[src/lssef_pkg.sv]
`default_nettype none
// ****************************************************************
// register map, field positions and reset values
// ****************************************************************
package lssef_pkg;
  localparam int unsigned ADDR_W = 8;
  localparam int unsigned DATA_W = 32;
  localparam int unsigned REG_W  = 8;

  // register byte addresses
  localparam logic [7:0] ADDR_CTRL_ONE  = 8'h00;
  localparam logic [7:0] ADDR_CTRL_TWO  = 8'h04;
  localparam logic [7:0] ADDR_CTRL_ZERO = 8'h08;
  localparam logic [7:0] ADDR_IRQ_STAT  = 8'h0C;
  localparam logic [7:0] ADDR_IRQ_MASK  = 8'h10;

  // host_interface_control_one fields
  localparam int unsigned C1_SOFT_SHUTDOWN_FLAG = 3;
  localparam int unsigned C1_PME_BIT   = 2;
  localparam int unsigned C1_SMI_BIT   = 1;
  localparam int unsigned C1_SCI_BIT   = 0;

  // host_interface_control_two fields
  localparam int unsigned C2_GATE_A20_MONITOR  = 7;
  localparam int unsigned C2_LPC_RESET_FLAG  = 6;
  localparam int unsigned C2_SHUTDOWN_FLAG  = 5;
  localparam int unsigned C2_ABORT_FLAG  = 4;
  localparam int unsigned C2_ERROR_INTERRUPT_ENABLE = 0;

  // host_interface_control_zero fields
  localparam int unsigned C0_SCI_EN   = 0;
  localparam int unsigned C0_SMI_EN   = 1;
  localparam int unsigned C0_PME_EN   = 2;
  localparam int unsigned C0_SHUTDOWN_PIN_ENABLE    = 3;
  localparam int unsigned C0_SOFT_RST = 4;
  localparam int unsigned C0_USED     = 5;

  // error event index, shared by flags and interrupt status
  localparam int unsigned EV_LPC_RESET_FLAG = 0;
  localparam int unsigned EV_SHUTDOWN_FLAG = 1;
  localparam int unsigned EV_ABORT_FLAG = 2;
  localparam int unsigned EV_W    = 3;

  // synchronised pin vector
  localparam int unsigned PIN_LRESET = 0;
  localparam int unsigned PIN_LPCPD  = 1;
  localparam int unsigned PIN_LFRAME = 2;
  localparam int unsigned PIN_LCLK   = 3;
  localparam int unsigned PIN_GATE_A20_MONITOR   = 4;
  localparam int unsigned PIN_W      = 5;
  localparam logic [4:0]  PIN_IDLE   = 5'h07;

  localparam logic [7:0]  REG_RESET  = 8'h00;
  localparam logic [2:0]  EV_RESET   = 3'h0;
endpackage
`default_nettype wire

[src/lssef_top.sv]
// Operation
// - soft shutdown sets on 1 after reading 0
// - soft shutdown clears on 0, reset, shutdown
// - shutdown release without pin enable clears it
// - power event bit drives pin with enable
// - system management bit drives pin with enable
// - system control bit drives pin with enable
// - control two: interrupt bits, gate a20 monitor
// - monitors follow live pin levels always
// - reset flag sets on reset falling edge
// - reset flag clears on 0 after 1 read
// - shutdown flag sets on power-down falling edge
// - shutdown flag clears by write or reset
// - abort flag sets on frame fall mid-cycle
// - abort flag clears by write, reset, shutdown
// - flag positions accept only clearing zeros
// - error enable gates error interrupt
`timescale 1ns/1ps
`default_nettype none
module lssef_top (
  input  wire logic        mclk,
  input  wire logic        arst_n,
  input  wire logic        psel,
  input  wire logic        penable,
  input  wire logic        pwrite,
  input  wire logic [7:0]  paddr,
  input  wire logic [31:0] pwdata,
  output logic      [31:0] prdata,
  output logic             pready,
  output logic             pslverr,
  input  wire logic        lclk,
  input  wire logic        lresetN,
  input  wire logic        lpcpdN,
  input  wire logic        lframeN,
  input  wire logic        gateA20,
  input  wire logic        cycleBusy,
  output logic             pmeOut,
  output logic             pmeOe,
  output logic             smiOut,
  output logic             smiOe,
  output logic             sciOut,
  output logic             sciOe,
  output logic             softShutdown,
  output logic             errorIrq,
  output logic             irq
);

  // ****************************************************************
  // helpers
  // ****************************************************************
  function automatic logic fallEdge(input logic prev, input logic cur);
    return prev & ~cur;
  endfunction

  function automatic logic riseEdge(input logic prev, input logic cur);
    return ~prev & cur;
  endfunction

  function automatic logic addrMapped(input logic [7:0] a);
    return (a == lssef_pkg::ADDR_CTRL_ONE) || (a == lssef_pkg::ADDR_CTRL_TWO) ||
           (a == lssef_pkg::ADDR_CTRL_ZERO) || (a == lssef_pkg::ADDR_IRQ_STAT) ||
           (a == lssef_pkg::ADDR_IRQ_MASK);
  endfunction

  function automatic int unsigned flagPos(input int unsigned ev);
    case (ev)
      lssef_pkg::EV_LPC_RESET_FLAG: return lssef_pkg::C2_LPC_RESET_FLAG;
      lssef_pkg::EV_SHUTDOWN_FLAG: return lssef_pkg::C2_SHUTDOWN_FLAG;
      default:            return lssef_pkg::C2_ABORT_FLAG;
    endcase
  endfunction

  // ****************************************************************
  // pin synchronisers and filters
  // ****************************************************************
  logic [4:0] pinsRaw;
  logic [4:0] sync1_r;
  logic [4:0] sync2_r;
  logic [4:0] sync3_r;
  logic [4:0] filt_r;
  logic [4:0] filtPrev_r;
  logic [4:0] filt_nxt;

  assign pinsRaw = {gateA20, lclk, lframeN, lpcpdN, lresetN};

  // a bit changes only once stages two and three agree
  assign filt_nxt = (sync2_r & sync3_r) | (filt_r & (sync2_r ^ sync3_r));

  // three-stage chain, first stage read only by the second
  always_ff @(posedge mclk or negedge arst_n) begin
    if (!arst_n) begin
      sync1_r    <= lssef_pkg::PIN_IDLE;
      sync2_r    <= lssef_pkg::PIN_IDLE;
      sync3_r    <= lssef_pkg::PIN_IDLE;
      filt_r     <= lssef_pkg::PIN_IDLE;
      filtPrev_r <= lssef_pkg::PIN_IDLE;
    end else begin
      sync1_r    <= pinsRaw;
      sync2_r    <= sync1_r;
      sync3_r    <= sync2_r;
      filt_r     <= filt_nxt;
      filtPrev_r <= filt_r;
    end
  end

  // ****************************************************************
  // link events
  // ****************************************************************
  logic       lclkRise;
  logic       frameSmp_r;
  logic [2:0] ev;
  logic       pdRise;
  logic       hwReset;
  logic       lpcReset;
  logic       hwShutdown;
  logic       hwRelease;
  logic [7:0] ctrlZero_r;
  logic       softShutdown_r;

  assign lclkRise = riseEdge(filtPrev_r[lssef_pkg::PIN_LCLK], filt_r[lssef_pkg::PIN_LCLK]);

  // frame level as seen at each link clock rise, pulled back high while the frame is idle
  // so that a frame ended with the link clock stopped still arms the next fall
  always_ff @(posedge mclk or negedge arst_n) begin
    if (!arst_n) begin
      frameSmp_r <= 1'b1;
    end else if (lclkRise || filt_r[lssef_pkg::PIN_LFRAME]) begin
      frameSmp_r <= filt_r[lssef_pkg::PIN_LFRAME];
    end
  end

  // one-cycle event pulses from filtered samples
  assign ev[lssef_pkg::EV_LPC_RESET_FLAG] = fallEdge(filtPrev_r[lssef_pkg::PIN_LRESET],
                                           filt_r[lssef_pkg::PIN_LRESET]);
  assign ev[lssef_pkg::EV_SHUTDOWN_FLAG] = fallEdge(filtPrev_r[lssef_pkg::PIN_LPCPD],
                                           filt_r[lssef_pkg::PIN_LPCPD]);
  assign ev[lssef_pkg::EV_ABORT_FLAG] = lclkRise & cycleBusy &
                                  fallEdge(frameSmp_r, filt_r[lssef_pkg::PIN_LFRAME]);
  assign pdRise = riseEdge(filtPrev_r[lssef_pkg::PIN_LPCPD], filt_r[lssef_pkg::PIN_LPCPD]);

  // reset and shutdown conditions of the host interface
  assign hwReset    = ~filt_r[lssef_pkg::PIN_LRESET];
  assign lpcReset   = hwReset | ctrlZero_r[lssef_pkg::C0_SOFT_RST];
  assign hwShutdown = ~filt_r[lssef_pkg::PIN_LPCPD] & ctrlZero_r[lssef_pkg::C0_SHUTDOWN_PIN_ENABLE];
  assign hwRelease  = pdRise & ~ctrlZero_r[lssef_pkg::C0_SHUTDOWN_PIN_ENABLE];

  // ****************************************************************
  // apb slave
  // ****************************************************************
  logic        setupPh;
  logic        accessPh;
  logic        wrAcc;
  logic        rdAcc;
  logic        selOne;
  logic        selTwo;
  logic        selZero;
  logic        selStat;
  logic        selMask;
  logic [7:0]  rdByte;
  logic [31:0] prdata_r;
  logic [7:0]  ctrlOne;
  logic [7:0]  ctrlTwo;
  logic [2:0]  flag_r;
  logic [2:0] flag_nxt;
  logic        pmeBit_r;
  logic        smiBit_r;
  logic        sciBit_r;
  logic        error_interrupt_enable_r;
  logic [2:0]  irqStat_r;
  logic [2:0]  irqMask_r;

  assign setupPh  = psel & ~penable;
  assign accessPh = psel & penable;
  assign wrAcc    = accessPh & pwrite & addrMapped(paddr);
  assign rdAcc    = accessPh & ~pwrite & addrMapped(paddr);
  assign selOne   = paddr == lssef_pkg::ADDR_CTRL_ONE;
  assign selTwo   = paddr == lssef_pkg::ADDR_CTRL_TWO;
  assign selZero  = paddr == lssef_pkg::ADDR_CTRL_ZERO;
  assign selStat  = paddr == lssef_pkg::ADDR_IRQ_STAT;
  assign selMask  = paddr == lssef_pkg::ADDR_IRQ_MASK;
  assign pready   = 1'b1;
  assign pslverr  = accessPh & ~addrMapped(paddr);
  assign prdata   = prdata_r;

  // register images as software sees them
  always_comb begin
    ctrlOne = lssef_pkg::REG_RESET;
    ctrlOne[lssef_pkg::C1_SOFT_SHUTDOWN_FLAG] = softShutdown_r;
    ctrlOne[lssef_pkg::C1_PME_BIT]   = pmeBit_r;
    ctrlOne[lssef_pkg::C1_SMI_BIT]   = smiBit_r;
    ctrlOne[lssef_pkg::C1_SCI_BIT]   = sciBit_r;
    ctrlTwo = lssef_pkg::REG_RESET;
    ctrlTwo[lssef_pkg::C2_GATE_A20_MONITOR]  = filt_r[lssef_pkg::PIN_GATE_A20_MONITOR];
    ctrlTwo[lssef_pkg::C2_LPC_RESET_FLAG]  = flag_r[lssef_pkg::EV_LPC_RESET_FLAG];
    ctrlTwo[lssef_pkg::C2_SHUTDOWN_FLAG]  = flag_r[lssef_pkg::EV_SHUTDOWN_FLAG];
    ctrlTwo[lssef_pkg::C2_ABORT_FLAG]  = flag_r[lssef_pkg::EV_ABORT_FLAG];
    ctrlTwo[lssef_pkg::C2_ERROR_INTERRUPT_ENABLE] = error_interrupt_enable_r;
  end

  // read mux, unmapped reads as zero
  always_comb begin
    rdByte = lssef_pkg::REG_RESET;
    if (selOne) begin
      rdByte = ctrlOne;
    end else if (selTwo) begin
      rdByte = ctrlTwo;
    end else if (selZero) begin
      rdByte = ctrlZero_r;
    end else if (selStat) begin
      rdByte = {5'h00, irqStat_r};
    end else if (selMask) begin
      rdByte = {5'h00, irqMask_r};
    end
  end

  // read data is captured in the setup cycle and held through access
  always_ff @(posedge mclk or negedge arst_n) begin
    if (!arst_n) begin
      prdata_r <= 32'h0000_0000;
    end else if (setupPh && !pwrite) begin
      prdata_r <= {24'h00_0000, rdByte};
    end
  end

  // ****************************************************************
  // control registers
  // ****************************************************************
  // sideband output bits and own control register
  always_ff @(posedge mclk or negedge arst_n) begin
    if (!arst_n) begin
      pmeBit_r   <= 1'b0;
      smiBit_r   <= 1'b0;
      sciBit_r   <= 1'b0;
      error_interrupt_enable_r    <= 1'b0;
      ctrlZero_r <= lssef_pkg::REG_RESET;
      irqMask_r  <= lssef_pkg::EV_RESET;
    end else if (wrAcc) begin
      if (selOne) begin
        pmeBit_r <= pwdata[lssef_pkg::C1_PME_BIT];
        smiBit_r <= pwdata[lssef_pkg::C1_SMI_BIT];
        sciBit_r <= pwdata[lssef_pkg::C1_SCI_BIT];
      end
      if (selTwo) begin
        error_interrupt_enable_r <= pwdata[lssef_pkg::C2_ERROR_INTERRUPT_ENABLE];
      end
      if (selZero) begin
        ctrlZero_r <= {3'h0, pwdata[lssef_pkg::C0_USED-1:0]};
      end
      if (selMask) begin
        irqMask_r <= pwdata[lssef_pkg::EV_W-1:0];
      end
    end
  end

  // ****************************************************************
  // soft shutdown
  // ****************************************************************
  logic armZero_r;

  // a read that saw the bit at 0 arms the next write of 1
  always_ff @(posedge mclk or negedge arst_n) begin
    if (!arst_n) begin
      armZero_r <= 1'b0;
    end else if (wrAcc && selOne) begin
      armZero_r <= 1'b0;
    end else if (rdAcc && selOne) begin
      armZero_r <= ~prdata_r[lssef_pkg::C1_SOFT_SHUTDOWN_FLAG];
    end
  end

  always_ff @(posedge mclk or negedge arst_n) begin
    if (!arst_n) begin
      softShutdown_r <= 1'b0;
    end else if (lpcReset || hwShutdown) begin
      softShutdown_r <= 1'b0;
    end else if (hwRelease) begin
      softShutdown_r <= 1'b0;
    end else if (wrAcc && selOne) begin
      if (!pwdata[lssef_pkg::C1_SOFT_SHUTDOWN_FLAG]) begin
        softShutdown_r <= 1'b0;
      end else if (armZero_r) begin
        softShutdown_r <= 1'b1;
      end
    end
  end

  assign softShutdown = softShutdown_r;

  // ****************************************************************
  // error flags
  // ****************************************************************
  logic [2:0] armOne_r;
  logic [2:0] swClr;
  logic [2:0] hwClr;

  // a read that saw a flag at 1 arms its clearing write
  always_ff @(posedge mclk or negedge arst_n) begin
    if (!arst_n) begin
      armOne_r <= lssef_pkg::EV_RESET;
    end else if (wrAcc && selTwo) begin
      armOne_r <= lssef_pkg::EV_RESET;
    end else if (rdAcc && selTwo) begin
      for (int i = 0; i < lssef_pkg::EV_W; i++) begin
        armOne_r[i] <= armOne_r[i] | prdata_r[flagPos(i)];
      end
    end
  end

  // only a zero written to an armed flag clears it, ones are ignored
  always_comb begin
    for (int i = 0; i < lssef_pkg::EV_W; i++) begin
      swClr[i] = wrAcc & selTwo & armOne_r[i] & ~pwdata[flagPos(i)];
    end
  end

  assign hwClr[lssef_pkg::EV_LPC_RESET_FLAG] = 1'b0;
  assign hwClr[lssef_pkg::EV_SHUTDOWN_FLAG] = lpcReset;
  assign hwClr[lssef_pkg::EV_ABORT_FLAG] = lpcReset | hwShutdown | softShutdown_r;

  // a set arriving with a clear wins
  assign flag_nxt = (flag_r & ~(swClr | hwClr)) | ev;

  always_ff @(posedge mclk or negedge arst_n) begin
    if (!arst_n) begin
      flag_r <= lssef_pkg::EV_RESET;
    end else begin
      flag_r <= flag_nxt;
    end
  end

  assign errorIrq = error_interrupt_enable_r & (|flag_r);

  // ****************************************************************
  // interrupt status and mask
  // ****************************************************************
  // read clears only the bits that read returned
  always_ff @(posedge mclk or negedge arst_n) begin
    if (!arst_n) begin
      irqStat_r <= lssef_pkg::EV_RESET;
    end else if (rdAcc && selStat) begin
      irqStat_r <= (irqStat_r & ~prdata_r[lssef_pkg::EV_W-1:0]) | ev;
    end else begin
      irqStat_r <= irqStat_r | ev;
    end
  end

  assign irq = |(irqStat_r & irqMask_r);

  // ****************************************************************
  // host sideband pins
  // ****************************************************************
  // open drain: pulled low while bit and enable are both set
  always_ff @(posedge mclk or negedge arst_n) begin
    if (!arst_n) begin
      pmeOe <= 1'b0;
      smiOe <= 1'b0;
      sciOe <= 1'b0;
    end else begin
      pmeOe <= pmeBit_r & ctrlZero_r[lssef_pkg::C0_PME_EN];
      smiOe <= smiBit_r & ctrlZero_r[lssef_pkg::C0_SMI_EN];
      sciOe <= sciBit_r & ctrlZero_r[lssef_pkg::C0_SCI_EN];
    end
  end

  assign pmeOut = 1'b0;
  assign smiOut = 1'b0;
  assign sciOut = 1'b0;
endmodule
`default_nettype wire
[config.mk]
export PLATFORM = sky130hd
export DESIGN_NAME = lssef_top
export DESIGN_NICKNAME = d
export VERILOG_FILES = /design/src/lssef_pkg.sv /design/src/lssef_top.sv
export SDC_FILE = /design/constraint.sdc
export NUM_CORES = 1
export LEC_CHECK = 0
export ABC_AREA = 1
export BUFFER_PORTS_ARGS = -buffer_cell sky130_fd_sc_hd__buf_2
export CORE_MARGIN = 8
export CORE_UTILIZATION = 50
export DETAILED_ROUTE_END_ITERATION = 10
export GPL_TIMING_DRIVEN = 1
export PLACE_DENSITY = 0.91
export SETUP_SLACK_MARGIN = 0.3
export SYNTH_ARGS = -nofsm -noshare
export SYNTH_HDL_FRONTEND = slang
export SYNTH_SLANG_ARGS = --single-unit
[constraint.sdc]
create_clock -name mclk -period 1.7 [get_ports mclk]
set_clock_uncertainty 0.1 [all_clocks]
set_input_delay 0 -clock mclk [delete_from_list [all_inputs] [get_ports mclk]]
set_output_delay 0 -clock mclk [all_outputs]
set_load 0.1 [all_outputs]
==> Word level (Yosys, flattened, before mapping) <==
Cells that the tools add are included.
{ "op_classes": {"order_cmp": 3, "n_eq_ne": 5, "mux": 27, "n_bitwise": 59, "reduce_logical": 24} }
{ "op_table": {"columns": ["op", "count"], "rows": [
  ["$mux 32", 6],
  ["$lt 32x6->1 const B", 3],
  ["$mux 8", 4],
  ["$and 1x1->1", 27],
  ["$eq 8x4->1 const B", 2],
  ["$bmux 1 s5", 3],
  ["$not 1->1", 13],
  ["$mux 3", 4],
  ["$or 3x3->3", 4],
  ["$and 5x5->5", 2],
  ["$mux 1", 10],
  ["$reduce_and 2->1", 5],
  ["$and 3x3->3", 3],
  ["$eq 8x3->1 const B", 1],
  ["$eq 8x5->1 const B", 1],
  ["$logic_not 8->1", 1],
  ["$logic_and 1x1->1", 6],
  ["$logic_or 1x1->1", 6],
  ["$not 3->3", 2],
  ["$or 1x1->1", 6],
  ["$reduce_or 3->1", 2],
  ["$or 5x5->5", 1],
  ["$xor 5x5->5", 1],
  ["$ne 4x1->1 const B", 1],
  ["other kinds (3)", 4]
]} }
{ "totals": {"register_bits": 59, "input_bits": 51, "word_cells": 139} }

==> Logic depth before layout (Yosys ltp) <==
Gate-level depths: netlist of the first run.
{ "logic_depth": {"ltp_word": 14, "mapped_depth": 10, "depth_no_buf": 10} }

==> Worst setup path after synthesis of the first run <==
OpenSTA, ideal clock, no wires.
{ "synth_path": {"path_type": "register to output", "start": "register flag_r[0]", "end": "output port errorIrq", "arrival_ns": 2.034, "setup_slack_ns": -0.434, "stages_incl_launch_ff": 3, "path_buffers": 0, "cell_sequence": "dfrtp_1 inv_1 a31oi_1"} }
{ "synth_between": {"elab_chain_len": 2} }
{ "synth_rtl": {"columns": ["item", "line_no", "source"], "rows": [
  ["start, declared", "lssef_top.sv:163", "logic [2:0] flag_r;"],
  ["start signal, assigned", "lssef_top.sv:325", "flag_r <= lssef_pkg::EV_RESET;"],
  ["start signal, assigned", "lssef_top.sv:327", "flag_r <= flag_nxt;"],
  ["$reduce_or 3->1", "lssef_top.sv:331", "assign errorIrq = error_interrupt_enable_r & (|flag_r);"],
  ["$and 1x1->1", "lssef_top.sv:331", null],
  ["end, declared", "lssef_top.sv:44", "output logic errorIrq,"]
]} }
Every way passes these cells.

==> Worst setup path in the final report of the first run <==
{ "layout_path": {"start": "register flag_r[2]", "end": "output port errorIrq"} }
Same word-level chain as after synthesis.

==> run summary, run 1 <==
DR pass1 iterations = 4
EDFF count, synth = 0
Worst relative slew slack = 66.0%
DRT iter0 DRCs = 189
DIE HEIGHT = 90.4 um
Share of synthesized area occupied by flip-flops and latches = 53.2%
CP arrival = 1270 ps
Diodes inserted = 0
CTS tree = done
Worst Setup Slack, final = 328 ps
Post-layout min period = 1370 ps
Mapped Area = 2770 um^2
Most frequent cells in the layout = nand2_1, buf_2, dfrtp_1
Fill cell count = 438
Worst-path maximum fanout = 2
Period utilisation layout = 80.7%
Final setup violation count = 0
Sequence of cells on the critical path = inv_1 -> a31oi_2 -> buf_4
Clk root buf = clkbuf_8
Largest stage delay, worst path = 360 ps
Clock Latency Late Sink = 340 ps
Vias in the first global route = 2250
Post-DP HPWL = 4.52 mm
CP required = 1600 ps
Hold Path Class = in2reg
Gate Count Post-Synth = 304
Max Clock Freq = 0.729 GHz
Final setup TNS = 0 ps
WL/cell = 13.7 um
CP max stage cell = dfrtp_1
Pin slew with the least headroom to its limit = 514 ps
Total track usage = 15.4%
Pre-CTS WS = 328 ps
Setup bufs post-CTS = 0
Lkg Pwr = 1.75 nW
Initial antenna violation count = 0
Area Overhead vs Synth = 21.4%
Non-filler cells, final = 450
Clock-pin slew on the worst setup and hold paths = 60 ps
Fin nets = 429
Standard-cell rows = 27
Synthesis Warnings = 0
Register bit total from synthesis = 58
Total clock sinks = 58
Antenna-violating nets left = 0
# port buffers = 40
Most common library cell in the layout ignoring fill and taps = nand2_1
Vias/cell = 4.83
Mean Syn Cell Area = 9.10 um^2
Status = completed
Yosys cell types = 31
Detailed-route wire length = 6.15 mm
Cts bufs inserted = 9
Setup crit start kind = flip-flop
Max-slew violations = 0
Initial Util = 50.8%
Final hold violations = 0
GPL Wtd Cong = 0.939
Core area = 5440 um^2
Largest net degree at the start of global routing = 40
Synth async-reset ratio = 100%
DRC Markers = 0
Worst VDD drop = 629 uV
Worst Setup End Kind = output pin
Worst setup path class = reg2out
GRT overflow = 0
Via Count = 2175
Min Hold Slack = 30.6 ps
Placed cells = 416
Proportion of layout cells with a drive suffix above 1 = 27.8%
Global-route wire length before repair = 10.2 mm
Clk buf depth = 2
Max cap viols = 0
RSZ-0062 raised after global routing = no
Pwr Density = 969 nW/um^2
DIE AREA = 8170 um^2
H-tree depth = 3
Most used flip-flop cell after synthesis = dfrtp_1
Die X = 90.4 um
# IOs = 94
==> cell usage after synthesis, drive strengths merged, types with 3 or more instances <==
library cell / number / area (um^2)
nand3: 18 / 95.1
inv: 41 / 154
buf: 28 / 210
ha: 5 / 62.6
dfrtp: 43 / 1080
nand4: 9 / 62.6
dfstp: 15 / 394
a21o: 5 / 37.5
nor3: 7 / 40.0
nand2: 76 / 318
a21oi: 3 / 15.0
o21ai: 16 / 80.1
nor2: 27 / 151
==> final cells by class <==
cell class / count / area (um^2) / share of cell area [%]
Tap cell: 72 / 90.1 / 2.68
Multi-Input combinational cell: 202 / 1040 / 30.9
Timing Repair Buffer: 60 / 413 / 12.3
Sequential cell: 58 / 1480 / 44.0
Clock buffer: 16 / 180 / 5.37
Inverter: 42 / 159 / 4.73
==> critical path, delay by kind of cell (launching register included) <==
family | cells | cell delay [ps]
buffers and inverters | 2 | 390
AO/OA/AOI/OAI | 1 | 190
flip-flops | 1 | 360
==> where the power goes <==
part | leakage, nW | switching, W | total, W | internal [W]
clock | 0.0910 | 0.000502 | 0.00115 | 0.000652
combinational | 0.971 | 0.000484 | 0.000593 | 0.000109
sequential | 0.688 | 0.0000355 | 0.00151 | 0.00147
==> path summary, 6_finish.rpt <==
path / start / cells after the start / slack (ps) / endpoint
max in group asynchronous: arst_n / 3 / 810 / frameSmp_r
min in group asynchronous: arst_n / 2 / 60 / flag_r[0]
worst max register to register: filt_r[0] / 5 / 350 / softShutdown
worst min register to register: sync1_r[4] / 0 / 250 / sync2_r[4]
worst max-delay path: flag_r[2] / 3 / 330 / errorIrq
worst min-delay path: penable / 4 / 30 / prdata[3]
==> through the flow <==
step,total power [W],util [%],area (um^2)
5_1_grt,0.00337,61.7,3360
2_1_floorplan,0.00202,-,2880
4_1_cts,0.00327,61.6,3350
6_report,0.00325,61.7,3360
3_5_place_dp,0.00209,54.9,2990
3_3_place_gp,0.00207,54.9,2990
==> per-layer routing <==
| layer | track usage [%] | part of all wire [%] | vias up |
|---|---|---|---|
| li1 | - | - | 1049 |
| met1 | 16.8 | 40 | 1019 |
| met2 | 25.0 | 49 | 96 |
| met3 | 6.90 | 9.7 | 11 |
| met4 | 7.77 | 1.3 | 0 |
| met5 | 0 | 0 | - |
==> sequential cells by signal, indices dropped and copies added, names as in the netlist, 3 cells and up <==
| signal | cells |
|---|---|
| filtPrev_r | 3 |
| sync1_r | 5 |
| sync2_r | 5 |
| irqMask_r | 3 |
| armOne_r | 3 |
| irqStat_r | 3 |
| prdata | 8 |
| flag_r | 3 |
| filt_r | 5 |
| sync3_r | 5 |
| ctrlZero_r | 5 |
==> repair_timing <==
action / CTS / global route
gates cloned: 0 / 0
hold buffers: 18 / 0
gates resized for setup: 2 / 1
setup endpoints to repair: 2 / 1
endpoints found under the hold margin: 73 / 0
==> cell families (layout without fill, tap and decap cells) <==
group | Yosys count | count (layout) | share of synthesized area [%]
simple gates | 138 | 138 | 24.3
fa+ha+maj | 5 | 5 | 2.26
buf+inv | 70 | 118 | 13.3
flops | 58 | 58 | 53.2
other cells | 2 | 28 | 0.272
compound gates | 31 | 31 | 6.61
(Power assumes the default switching activity.)
==> inputs of run 2 (changes only) <==
- ABC_AREA: 1 -> 0
- CORE_UTILIZATION: 50 -> 45
- PLACE_DENSITY: 0.91 -> 0.87
- clock period: 1.7 -> 1.1 ns (I/O delays scaled with it)
==> run summary, run 2 <==
Global-route wire length before repair = 14.2 mm (+39%)
Total clock sinks = 58 (unchanged)
Clk root buf = clkbuf_8
Hold Path Class = in2reg
WL/cell = 21.9 um (+60%)
Max cap viols = 0 (unchanged)
GPL Wtd Cong = 0.844 (-10%)
Cts bufs inserted = 9 (unchanged)
Mean Syn Cell Area = 12.0 um^2 (+31%)
Status = finished, violations left
Die X = 93.5 um (+3.5%)
Synth Area in Compound Gates = 8.61% (+2.0 points)
Max reg flops = 8 (unchanged)
Synthesis Warnings = 0 (unchanged)
Synth area leaders = dfrtp_1, dfstp_2, buf_4
H-tree depth = 3 (unchanged)
DIE AREA = 8740 um^2 (+7.0%)
Final hold violations = 10 (+10)
Max Clock Freq = 0.649 GHz
Switch Pwr = 0.00179 W (+75%)
DRC Markers = 0 (unchanged)
Standard-cell rows = 28 (+3.7%)
Violated checks = hold timing, setup timing
Share of synthesized area occupied by flip-flops and latches = 54.4% (+1.2 points)
Clock power frac = 37.6% (+2.1 points)
Clock-pin slew on the worst setup and hold paths = 70 ps (about the same)
Gate Count Post-Synth = 226 (-26%)
Sequential power share = 39.9% (-6.4 points)
Synth cell count leaders = dfrtp_1, buf_4, dfstp_2, mux2_2, nand2_1
Core area = 5850 um^2 (+7.6%)
Lkg Pwr = 2.11 nW (+20%)
Adder-Cell Fraction of Synth Area = 2.31% (+0.052 points)
Multiplexer share of the synthesized area = 8.06% (+8.1 points)
Worst setup path class = reg2out
Internal power = 0.00409 W (+83%)
Clock Latency Late Sink = 350 ps (about the same)
Most frequent cell after synthesis = dfrtp_1
Pwr Density = 1280 nW/um^2 (+32%)
Synth Area in Simple Gates = 16.3% (-8.0 points)
Clk buf depth = 2 (unchanged)
Synth async-reset ratio = 100% (unchanged)
Setup crit start kind = flip-flop
Final setup violation count = 34 (+34)
Yosys cell types = 48 (+55%)
Largest family of logic cells by synthesized area = simple AND/OR/NAND/NOR gates
RSZ-0062 raised after global routing = yes
Vias/cell = 5.51 (+14%)
Combinational share of power = 22.5% (+4.3 points)
Switching Share = 30.4% (-1.0 points)
Worst-path maximum fanout = 2 (unchanged)
# port buffers = 40 (unchanged)
Worst Setup Slack, final = -441 ps (-769 ps)
Most frequent cells in the layout = buf_6, buf_4, dfrtp_1
Period utilisation layout = 140%
Register bit total from synthesis = 58 (unchanged)
GRT overflow = 0 (unchanged)
Area Overhead vs Synth = 69.9%
Largest net degree at the start of global routing = 59 (+48%)
CTS hold repair buffers = 10 (-8)
Proportion of layout cells with a drive suffix above 1 = 62.6% (+35 points)
Most common library cell in the layout ignoring fill and taps = buf_6
Post-layout util = 78.5% (+17 points)
Antenna-violating nets left = 0 (unchanged)
Total track usage = 22.0% (+6.6 points)
Post-DP HPWL = 5.21 mm (+15%)
Most used flip-flop cell after synthesis = dfrtp_1
CP arrival = 1440 ps (+170 ps)
Fin nets = 415 (-3.3%)
Min Hold Slack = -160 ps (-191 ps)
CP required = 1000 ps (-600 ps)
Via Count = 2419 (+11%)
# IOs = 94 (unchanged)
DR pass1 iterations = 4 (unchanged)
Vias in the first global route = 2666 (+18%)
Detailed-route wire length = 9.60 mm (+56%)
Max-slew violations = 0 (unchanged)
Yosys top cell area share = 39.8% (+0.90 points)
Total Power = 0.00588 W (+81%)
Initial Util = 46.2% (-4.6 points)
DRT iter0 DRCs = 158 (-16%)
EDFF count, synth = 0 (unchanged)
CTS tree = done
Post-layout min period = 1540 ps
Initial antenna violation count = 0 (unchanged)
Worst Setup End Kind = output pin
Largest area contributor in the netlist = dfrtp_1
DIE HEIGHT = 93.5 um (+3.5%)
Diodes inserted = 0 (unchanged)
Mapped Area = 2700 um^2 (-2.3%)
Xor-xnor portion of the synthesized cell area = 0% (unchanged)
Worst VDD drop = 1140 uV (+81%)
-- run 2: worst paths after layout --
check	startpoint	to	slack [ps]	depth (start not counted)
hold / removal	pwdata[1]	irqMask_r[1]	-160	2
setup reg to reg	filt_r[1]	softShutdown	-310	3
setup / recovery	irqStat_r[2]	irq	-440	3
min in group asynchronous	arst_n	irqMask_r[2]	80	3
max in group asynchronous	arst_n	sync2_r[1]	500	3
hold reg to reg	sync1_r[3]	sync2_r[3]	250	0
-- run 2: per-layer routing --
layer,vias to the layer above,wire length [um],global-route usage (%)
li1,1015,-,-
met1,1200,3340,21.0
met2,150,4970,38.7
met3,54,687,7.93
met4,0,602,15.3
met5,-,0,0
-- run 2: cell families after synthesis --
| kind of cell | after synthesis |
|---|---|
| AO/OA/AOI/OAI | 34 |
| adder cells (fa/ha/maj) | 5 |
| buffers and inverters | 42 |
| flip-flops | 58 |
| multiplexers | 19 |
| other | 2 |
| AND/OR/NAND/NOR | 66 |
-- run 2: repair_timing --
action | CTS | global route
gates resized for setup | 71 | 27
pin swaps | 22 | 12
cloned | 1 | 0
buffers inserted | 25 | 11
hold endpoints to repair | 79 | 10
endpoints found under the setup margin | 54 | 57
-- run 2: per-stage QoR --
stage	instance area [um^2]	cells	TNS, ps	worst slack (ps)
after floorplan	2980	252	-8220	-547
after global routing	4590	439	-7050	-492
after detailed placement	3560	376	-12890	-659
after global placement	3560	376	-11970	-630
after CTS	4390	428	-4510	-433
final	4590	439	-6260	-441
-- run 2: area by class of cell --
type / count / area [um^2]
clock buffer: 13 / 149
timing repair buffer: 131 / 1350
sequential: 58 / 1500
inverter: 7 / 26.3
tap: 75 / 93.8
multi-input combinational: 152 / 1410
clock inverter: 3 / 65.1
fill: 322 / 1260
-- run 2: power by group through the flow --
stage               Sequential, W  Combinational [W]  Clock, W
detailed placement        0.00237           0.000990         0
global placement          0.00236           0.000962         0
CTS                       0.00234            0.00120   0.00220
finish                    0.00235            0.00132   0.00221
global route              0.00236            0.00138   0.00235
floorplan                 0.00236           0.000741         0
-- run 2: critical path, stage by stage, from the launching register on --
cell and delay (ps):
dfrtp_1 390, a222oi_1 440, inv_2 70, buf_8 180
